$ cat config.mk
export PLATFORM = sky130hd
export DESIGN_NAME = acp_serial_port
export DESIGN_NICKNAME = d
export VERILOG_FILES = /design/src/core/acp_pkg.sv /design/src/core/acp_serial_port.sv
export SDC_FILE = /design/constraint.sdc
export NUM_CORES = 1
export LEC_CHECK = 0
export BUFFER_PORTS_ARGS = -buffer_cell sky130_fd_sc_hd__clkbuf_2
export CAP_MARGIN = 20
export CORE_ASPECT_RATIO = 1.2
export CORE_MARGIN = 2
export CORE_UTILIZATION = 60
export DETAILED_ROUTE_END_ITERATION = 8
export GPL_TIMING_DRIVEN = 0
export PLACE_DENSITY = 0.81
export SLEW_MARGIN = 40
export SYNTH_ARGS = -nofsm -noshare
export SYNTH_HDL_FRONTEND = slang
export SYNTH_SLANG_ARGS = --single-unit
$ cat constraint.sdc
create_clock -name REF_CLK_I -period 5.3 [get_ports REF_CLK_I]
set_input_delay 0.265 -clock REF_CLK_I [delete_from_list [all_inputs] [get_ports REF_CLK_I]]
set_output_delay 0.265 -clock REF_CLK_I [all_outputs]
set_load 0.05 [all_outputs]
$ cat src/core/acp_pkg.sv
// Constants and types shared by the converter serial configuration port.
// Assumes a single system clock; all pin timing is sampled on that clock.
package acp_pkg;

  // ************************************************************
  // Word sizes
  // ************************************************************
  localparam int CFG_W = 8;
  localparam int RES_W = 12;
  localparam int CNT_W = 5;
  localparam logic [3:0] RES_MSB = 4'hB;

  // ************************************************************
  // Configuration word bit positions (first bit received is 7)
  // ************************************************************
  localparam int CFG_SINGLE = 7;
  localparam int CFG_ODD    = 6;
  localparam int CFG_SEL_HI = 5;
  localparam int CFG_SEL_LO = 4;
  localparam int CFG_POL    = 3;
  localparam int CFG_MSB_FIRST_SELECT   = 2;
  localparam int CFG_LEN_HI = 1;
  localparam int CFG_LEN_LO = 0;
  localparam logic [7:0] CFG_RST = 8'h00;
  localparam logic [11:0] RES_RST = 12'h000;

  // ************************************************************
  // Length codes and output word lengths
  // ************************************************************
  localparam logic [1:0] LEN_CODE_8    = 2'h0;
  localparam logic [1:0] LEN_CODE_SHDN = 2'h1;
  localparam logic [1:0] LEN_CODE_12   = 2'h2;
  localparam logic [1:0] LEN_CODE_16   = 2'h3;
  localparam logic [4:0] LEN_8  = 5'h08;
  localparam logic [4:0] LEN_10 = 5'h0A;
  localparam logic [4:0] LEN_12 = 5'h0C;
  localparam logic [4:0] LEN_16 = 5'h10;
  localparam logic [4:0] CFG_BITS = 5'h08;
  localparam logic [4:0] BIT_LAST = 5'h0F;

  // ************************************************************
  // Deglitcher: a change is taken on its second conversion clock fall
  // ************************************************************
  localparam logic [1:0] DEGLITCH_LAST = 2'h1;

  typedef enum logic [1:0] {
    ST_IDLE,
    ST_XFER,
    ST_CONV,
    ST_SHDN
  } acp_state_e;

endpackage : acp_pkg

$ cat src/core/acp_serial_port.sv
// Serial configuration and result port of a 12-bit sampling converter.
// Assumes the analog core starts on CONV_START_O and pulses CONV_DONE_I
// with its raw code (straight binary unipolar, offset binary bipolar).
`timescale 1ns/1ns
module acp_serial_port (
  input  wire logic       REF_CLK_I,
  input  wire logic       SRST_I,
  input  wire logic       CS_N_I,
  input  wire logic       SCLK_I,
  input  wire logic       DIN_I,
  input  wire logic       ACLK_I,
  input  wire logic [11:0] RESULT_I,
  input  wire logic       CONV_DONE_I,
  output logic            DOUT_O,
  output logic            DOUT_OE_N_O,
  output logic            CONV_START_O,
  output logic            SHUTDOWN_O,
  output logic            SINGLE_ENDED_SELECT_O,
  output logic            ODD_CHANNEL_O,
  output logic [1:0]      PAIR_SELECT_O,
  output logic            POLARITY_SELECT_O
);

  // ************************************************************
  // Pin synchronisers and deglitcher
  // ************************************************************
  logic [2:0] sclk_q;
  logic [2:0] aclk_q;
  logic [1:0] cs_q;
  logic [1:0] din_q;
  logic       cs_act_q, cs_act_d;
  logic       cs_prev_q;
  logic [1:0] glitch_q, glitch_d;
  logic       aclk_fall;
  logic       sclk_rise;
  logic       sclk_fall;

  assign aclk_fall = aclk_q[2] & ~aclk_q[1];
  assign sclk_rise = ~sclk_q[2] & sclk_q[1];
  assign sclk_fall = sclk_q[2] & ~sclk_q[1];

  // The count restarts whenever the pin agrees with the accepted level,
  // so a pulse that spans only one conversion clock fall is never taken.
  always_comb begin
    cs_act_d = cs_act_q;
    glitch_d = 2'h0;
    if (cs_q[1] != cs_act_q) begin
      glitch_d = glitch_q;
      if (aclk_fall) begin
        if (glitch_q == acp_pkg::DEGLITCH_LAST) begin
          cs_act_d = cs_q[1];
          glitch_d = 2'h0;
        end else begin
          glitch_d = glitch_q + 2'h1;
        end
      end
    end
  end

  always_ff @(posedge REF_CLK_I) begin
    if (SRST_I) begin
      sclk_q    <= 3'h0;
      aclk_q    <= 3'h0;
      cs_q      <= 2'h0;
      din_q     <= 2'h0;
      cs_act_q  <= 1'b0;
      cs_prev_q <= 1'b0;
      glitch_q  <= 2'h0;
    end else begin
      sclk_q    <= {sclk_q[1:0], SCLK_I};
      aclk_q    <= {aclk_q[1:0], ACLK_I};
      cs_q      <= {cs_q[0], ~CS_N_I};
      din_q     <= {din_q[0], DIN_I};
      cs_act_q  <= cs_act_d;
      cs_prev_q <= cs_act_q;
      glitch_q  <= glitch_d;
    end
  end

  // ************************************************************
  // Transfer state machine
  // ************************************************************
  acp_pkg::acp_state_e state_q, state_d;
  logic [4:0]  bit_q, bit_d;
  logic [4:0]  rise_q, rise_d;
  logic [7:0]  shift_q, shift_d;
  logic [7:0]  cfg_q, cfg_d;
  logic [11:0] res_q, res_d;
  logic        msb_first_select_q, msb_first_select_d;
  logic        start_q, start_d;
  logic        dout_q, dout_d;
  logic        oe_n_q, oe_n_d;
  logic        shdn_q, shdn_d;
  logic [7:0]  word;
  logic        xfer_end;

  function automatic logic [4:0] len_of(input logic [1:0] code);
    case (code)
      acp_pkg::LEN_CODE_8:  len_of = acp_pkg::LEN_8;
      acp_pkg::LEN_CODE_12: len_of = acp_pkg::LEN_12;
      acp_pkg::LEN_CODE_16: len_of = acp_pkg::LEN_16;
      default:              len_of = acp_pkg::LEN_10;
    endcase
  endfunction : len_of

  // Positions past the result read as zero, which pads 16-bit words.
  function automatic logic out_bit(input logic [11:0] res,
                                   input logic msb_first_select,
                                   input logic [4:0] idx);
    logic [3:0] k;
    k = idx[3:0];
    if (idx >= 5'(acp_pkg::RES_W)) begin
      out_bit = 1'b0;
    end else if (msb_first_select) begin
      out_bit = res[acp_pkg::RES_MSB - k];
    end else begin
      out_bit = res[k];
    end
  endfunction : out_bit

  // Input bits always fill from the top, whatever the output order.
  assign word = (rise_q < acp_pkg::CFG_BITS) ?
                {shift_q[6:0], din_q[1]} : shift_q;
  assign xfer_end = sclk_rise &&
                    (rise_q + 5'h01 == len_of(word[1:0]));

  always_comb begin
    state_d = state_q;
    bit_d   = bit_q;
    rise_d  = rise_q;
    shift_d = shift_q;
    cfg_d   = cfg_q;
    res_d   = res_q;
    msb_first_select_d  = msb_first_select_q;
    start_d = 1'b0;
    case (state_q)
      acp_pkg::ST_IDLE: begin
        if (cs_act_q) begin
          state_d = acp_pkg::ST_XFER;
          bit_d   = 5'h00;
          rise_d  = 5'h00;
        end
      end
      acp_pkg::ST_XFER: begin
        if (!cs_act_q) begin
          state_d = acp_pkg::ST_IDLE;
        end else begin
          if (sclk_fall && bit_q != acp_pkg::BIT_LAST) begin
            bit_d = bit_q + 5'h01;
          end
          if (sclk_rise) begin
            rise_d  = rise_q + 5'h01;
            shift_d = word;
          end
          if (xfer_end) begin
            cfg_d = word;
            if (word[1:0] == acp_pkg::LEN_CODE_SHDN) begin
              state_d = acp_pkg::ST_SHDN;
            end else begin
              state_d = acp_pkg::ST_CONV;
              start_d = 1'b1;
            end
          end
        end
      end
      acp_pkg::ST_CONV: begin
        if (CONV_DONE_I) begin
          // Bipolar core code is offset binary; flipping the top bit
          // yields two's complement without an adder.
          res_d = {RESULT_I[11] ^ ~cfg_q[acp_pkg::CFG_POL],
                   RESULT_I[10:0]};
          msb_first_select_d  = cfg_q[acp_pkg::CFG_MSB_FIRST_SELECT];
          bit_d   = 5'h00;
          rise_d  = 5'h00;
          state_d = cs_act_q ? acp_pkg::ST_XFER : acp_pkg::ST_IDLE;
        end
      end
      acp_pkg::ST_SHDN: begin
        if ((cs_act_q && !cs_prev_q) ||
            (cs_act_q && (sclk_rise || sclk_fall))) begin
          state_d = acp_pkg::ST_XFER;
          bit_d   = 5'h00;
          rise_d  = 5'h00;
        end
      end
      default: state_d = acp_pkg::ST_IDLE;
    endcase
    dout_d = out_bit(res_d, msb_first_select_d, bit_d);
    oe_n_d = (state_d != acp_pkg::ST_XFER);
    shdn_d = (state_d == acp_pkg::ST_SHDN);
  end

  always_ff @(posedge REF_CLK_I) begin
    if (SRST_I) begin
      state_q <= acp_pkg::ST_IDLE;
      bit_q   <= 5'h00;
      rise_q  <= 5'h00;
      shift_q <= acp_pkg::CFG_RST;
      cfg_q   <= acp_pkg::CFG_RST;
      res_q   <= acp_pkg::RES_RST;
      msb_first_select_q  <= 1'b0;
      start_q <= 1'b0;
      dout_q  <= 1'b0;
      oe_n_q  <= 1'b1;
      shdn_q  <= 1'b0;
    end else begin
      state_q <= state_d;
      bit_q   <= bit_d;
      rise_q  <= rise_d;
      shift_q <= shift_d;
      cfg_q   <= cfg_d;
      res_q   <= res_d;
      msb_first_select_q  <= msb_first_select_d;
      start_q <= start_d;
      dout_q  <= dout_d;
      oe_n_q  <= oe_n_d;
      shdn_q  <= shdn_d;
    end
  end

  assign DOUT_O                = dout_q;
  assign DOUT_OE_N_O           = oe_n_q;
  assign CONV_START_O          = start_q;
  assign SHUTDOWN_O            = shdn_q;
  assign SINGLE_ENDED_SELECT_O = cfg_q[acp_pkg::CFG_SINGLE];
  assign ODD_CHANNEL_O         = cfg_q[acp_pkg::CFG_ODD];
  assign PAIR_SELECT_O = cfg_q[acp_pkg::CFG_SEL_HI:acp_pkg::CFG_SEL_LO];
  assign POLARITY_SELECT_O     = cfg_q[acp_pkg::CFG_POL];
endmodule : acp_serial_port

---- Word level (Yosys, flattened, before mapping) ----
Index checks and enable logic that the tools add are counted.
cells by class
  eq/ne operators ......................... 17
  bitwise gates (word level) .............. 13
  magnitude comparators ................... 4
  reduce and logical (&&, ||, !) cells .... 16
  add/subtract/negate cells ............... 4
  muxes and demuxes ....................... 33
operators by type and width
  cell                                                                           number
  5-bit two-way mux                                                              10
  5-bit one-hot mux with 4 select lines                                          2
  12-bit two-way mux                                                             2
  5-bit one-hot mux with 3 select lines                                          1
  2-bit two-way mux                                                              6
  5-bit by 1-bit adder with 5-bit output (second input constant)                 2
  2-bit equality test (second input constant)                                    5
  4-bit by 5-bit less-than comparator with 1-bit output (second input constant)  2
  2-bit != test (second input constant)                                          5
  1-bit NOT                                                                      9
  3-bit AND reduction                                                            3
  1-bit binary-select mux with 4-bit select                                      2
  1-bit two-way mux                                                              8
  8-bit two-way mux                                                              1
  2-bit one-hot mux with 4 select lines                                          1
  2-bit by 1-bit equality test with 1-bit output (second input constant)         3
  5-bit equality test                                                            1
  5-bit by 4-bit >= comparator with 1-bit output (second input constant)         1
  5-bit by 4-bit less-than comparator with 1-bit output (second input constant)  1
  5-bit by 4-bit != test with 1-bit output (second input constant)               1
  5-bit AND reduction                                                            1
  1-bit logical AND                                                              4
  2-bit zero test                                                                2
  2-bit OR reduction                                                             2
  9 further kinds                                                                12
storage, ports and cells
  bits of input ports ..................... 19
  output and inout port bits .............. 9
  logic and storage cells ................. 105
  register bits ........................... 59

---- Depth between registers and ports, before layout ----
  depth in word-level cells ............... 11
  depth in mapped cells ................... 14
  depth with buffers taken out ............ 14

---- Worst setup path before layout ----
No wires, ideal clock.
  path kind ............................... register to register
  start ................................... reg bit_q[1]
  end ..................................... reg dout_q, in the netlist DOUT_O
  arrival time ............................ 2.762 ns
  clock period less this slack ............ 2.878 ns
  path slack .............................. 2.422 ns
  library setup time ...................... 0.117 ns
  buffers on the path ..................... 0
  cell stages (with the launch flop) ...... 15
  data required time ...................... 5.183 ns
  cells stage by stage .................... dfxtp_1 -> ha_1 -> and3_1 -> ha_1 -> and3b_1 -> nand4_1 -> a21o_1 -> a21oi_4 -> inv_1 -> ha_1 -> and3_1 -> mux2i_1 -> a211oi_1 -> o211ai_1 -> a22o_1
on the way
  word-level cells in the longest chain between the ends .. 9
  elaborated cells on any way between the ends .. 17
  classes of those cells .................. add/sub (2); order compare (1); eq/ne (1); mux (11); reduce/logical (2)
ends and longest elaborated chain
  element                                                                         line                    source
  start, declared                                                                 acp_serial_port.sv:84   logic [4:0] bit_q, bit_d;
  start signal, assigned                                                          acp_serial_port.sv:208  bit_q <= bit_d;
  branches (longest 2 deep; another with 5-bit by 1-bit adder with 5-bit output)  n/a
  5-bit two-way mux (*)                                                           acp_serial_port.sv:148  if (sclk_fall && bit_q != acp_pkg::BIT_LAST) begin
  5-bit two-way mux (*)                                                           acp_serial_port.sv:145  if (!cs_act_q) begin
  5-bit one-hot mux with 4 select lines (*)                                       acp_serial_port.sv:136  case (state_q)
  net bit_d[3]                                                                    acp_serial_port.sv:84
  4-bit subtractor                                                                acp_serial_port.sv:115  out_bit = res[acp_pkg::RES_MSB - k];
  1-bit binary-select mux with 4-bit select                                       acp_serial_port.sv:115
  1-bit two-way mux (implied by the code)                                         acp_serial_port.sv:115
  1-bit two-way mux                                                               acp_serial_port.sv:114  end else if (msb_first_select) begin
  end signal, assigned                                                            acp_serial_port.sv:215  dout_q <= dout_d;
  end, declared                                                                   acp_serial_port.sv:91   logic dout_q, dout_d;
Mark *: on every way through the listed nets, which the timed path passes. The select of a mux whose other input is x is not followed.
A chain may end at the register's enable or synchronous reset.

---- Worst setup path after layout ----
Ends and elaborated chain as after synthesis.

==> out/metrics.csv <==
stage,metric,value,unit
outcome,outcome,"complete, no violations",
worst_hold_path,Hold WC Path Type,input pin to flip-flop,
cts,Root Buffer,clkbuf_8,
die,row count,27,
place,gpl congestion,0.9615,
power_and_ir_drop,Leak,0.001318,µW
logic_synthesis,post-synthesis register bit count,57,
cts,CTS tree,done,
power_and_ir_drop,worst vdd ir,0.0003231,V
logic_synthesis,Synth Instances,336,
critical_path,WP data arrival,3.45,ns
route,vias,2492,
die,starting density of the core,63.12,%
critical_path,"most used cell, CP",ha_1,
timing,Final Hold Fails,0,
place,# port buffers,26,
power_and_ir_drop,cell area power density,280.7,mW/mm²
place,Placed Cells incl. Taps,420,
cts,cts bufs inserted,9,
timing,RSZ-0062 raised after global routing,no,
finish,layout cells sized above 1,18.78,%
cts,Clock Latency Late Sink,0.35,ns
timing,setup_tns,0,ns
route,# DRC,0,
logic_synthesis,largest cells by area after synthesis,"dfxtp_1 39%, nor2_1 5.5%, nand2_1 4.5%",
logic_synthesis,post-synthesis sequential area ratio,38.78,%
power_and_ir_drop,Int Power,753.4,µW
timing,Max Clock Freq,311.8,MHz
timing,worst setup margin,2.093,ns
grt,grt total ovfl,0,
timing,Fin Clk Skew,0.008839,ns
logic_synthesis,Syn Area/Cell,8.758,µm²
die,IO Pins,28,
finish,fin cells,436,
run,MaxCap Viol Count,0,
critical_path,origin of the critical flop-to-flop path,bit_q[1],
grt,overall global routing resource usage,25.39,%
grt,first-pass GRT wire length,10350,µm
critical_path,"Largest stage delay, worst path",0.39,ns
finish,fin nets,398,
logic_synthesis,cell area after synthesis,0.002943,mm²
die,Die W,67.93,µm
finish,# diodes,0,
logic_synthesis,Yosys top cell by area,dfxtp_1,
logic_synthesis,Post-synth ARST share,0,%
logic_synthesis,top-count cell post-synth,dfxtp_1,
cts,clock-pin slew on the worst setup and hold paths,0.07,ns
route,first drt pass iteration count,4,
critical_path,CP endpoint kind,flip-flop,
timing,"Min Clock Period, post-route",3.207,ns
critical_path,CP startpoint kind,flip-flop,
critical_path,Slowest cell on crit path,dfxtp_1,
place,pre-CTS setup slack,2.132,ns
power_and_ir_drop,clock share of power,51.9,%
timing,Slew @ Worst Pin,0.5888,ns
die,Die Area,0.005483,mm²
worst_hold_path,hold_sp,CS_N_I,
route,DRT iter0 DRCs,226,
timing,Tcrit/Tclk final,60.52,%
logic_synthesis,"EDFF count, synth",0,
critical_path,crit path cell chain,ha_1 -> and3_1 -> ha_1 -> and3b_1 -> nand4_1 -> a21o_1 -> a21oi_4 -> inv_1 -> ha_1 -> and3_1 -> mux2i_1 -> a211oi_1 -> o211ai_1 -> a22o_1,
route,drt total wl,6411,µm
critical_path,reg-to-reg setup timing slack,2.09,ns
cts,CTS sink count,57,
power_and_ir_drop,power consumption,948.8,µW
cts,CTS H-tree lvls,3,
logic_synthesis,syn_nets,361,
die,CORE AREA,0.004662,mm²
power_and_ir_drop,register share of total power,45.6,%
critical_path,critical path class,flip-flop to flip-flop,
logic_synthesis,Synth top area share,38.78,%
power_and_ir_drop,switching pwr,195.4,µW
grt,vias in the first global route,2311,
critical_path,worst-path maximum fanout,5,
grt,largest net degree at the start of global routing,11,
finish,final core occ,72.52,%
finish,Layout area overhead,14.88,%
cts,postcts setup bufs,0,
critical_path,cells on worst reg2reg path,14,
critical_path,RR Endpoint,DOUT_O,
worst_hold_path,Hold EP,cs_q[0],
grt,initial antenna violation count,0,
place,HPWL after DPL,4567,µm
cts,CTS Buffer Depth,2,
route,Vias/cell,5.716,
power_and_ir_drop,Gate power share,2.5,%
logic_synthesis,Synth cell types,63,
cts,post-CTS sizing,0,
power_and_ir_drop,sw frac,20.59,%
timing,fin. max-slew vios,0,
logic_synthesis,top post-synthesis cells by count,"57 x dfxtp_1, 43 x nor2_1, 35 x nand2_1",
die,Die H,80.72,µm
timing,worst relative slew slack,60.75,%
logic_synthesis,YS warnings,0,
cts,hold buffers post-CTS,0,
worst_hold_path,Worst Hold Depth,2,
route,WL per Instance,14.70,µm
critical_path,WP data required,5.54,ns
route,Detail Route Antenna Nets,0,
timing,Final setup viols,0,
logic_synthesis,"Top FF cell, synth",dfxtp_1,
[cells by family (layout without fill, tap and decap cells)]
logic type	count (synthesis)	in the layout	synth area share [%]
mux	18	18	6.335
compound gates	77	77	20.41
xor+xnor	6	6	1.786
buf+inv	32	74	5.654
simple gates	140	140	24.49
flops	57	57	38.78
fa+ha+maj	6	6	2.551
[stage by stage]
step | hold WS [ns] | area [µm²]
after detailed placement | 0.4269 | 3146
after global routing | 0.06822 | 3381
after floorplan | 0.3374 | 2943
after global placement | 0.4168 | 3146
final | 0.07026 | 3381
after CTS | 0.06261 | 3381
[worst max path at each step]
stage | cells past startpoint | slack [ns] | end | from
floorplan | 14 | 2.42 | DOUT_O | bit_q[1]
global placement | 14 | 2.10 | DOUT_O | bit_q[1]
detailed placement | 14 | 2.13 | DOUT_O | bit_q[1]
CTS | 14 | 2.10 | DOUT_O | bit_q[1]
global route | 13 | 1.90 | DOUT_O | bit_q[1]
finish | 14 | 2.09 | DOUT_O | bit_q[1]
[cells in the final DEF (no fill, tap or decap), types with 9 or more instances in the layout]
cell	netlist	routed
a21oi_1	20	20
clkbuf_1	11	13
clkbuf_2	0	26
clkbuf_8	0	9
dfxtp_1	57	57
inv_1	9	9
mux2i_1	13	13
nand2_1	35	35
nand3_1	13	13
nor2_1	43	43
nor2b_1	13	13
o21ai_0	9	9
[registers in the layout, summed over array words and instances (netlist names), 3 cells and up]
name and count:
res_q 12, shift_q 8, cfg_q 6, bit_q 5
rise_q 5, aclk_q 3, sclk_q 3
[final cells by class]
type                            count  area, µm²
Clock inverter                      5      103.9
Buffer                             22      128.9
Tap cell                           58      72.57
Timing Repair Buffer               26      130.1
Inverter                           10      37.54
Fill cell                         363       1281
Sequential cell                    57       1141
Clock buffer                       11      131.4
Multi-Input combinational cell    247       1635
[per-layer routing]
layer	share of wire, %	track usage, %
met3	4.6	6.162
met1	46	30.85
met2	47	41.55
met5	0	0
met4	2.3	11.80
[worst max-delay path, delay by kind of cell (launching register included)]
family	cells	cell delay [ns]
buffers and inverters	1	0.09
adders and majority gates	3	0.80
and+or+nand+nor	4	0.75
AOI/OAI and AO/OA	5	1.01
DFF	1	0.39
muxes	1	0.07
[power groups by stage]
| stage | combinational [µW] | sequential [µW] | clock [µW] |
|---|---|---|---|
| floorplan | 12.2 | 442 | 0 |
| global placement | 23.4 | 442 | 0 |
| detailed placement | 23.9 | 442 | 0 |
| CTS | 24.2 | 433 | 496 |
| global route | 26.5 | 433 | 511 |
| finish | 23.9 | 433 | 492 |
No activity file was read; power rests on OpenSTA's default activity.
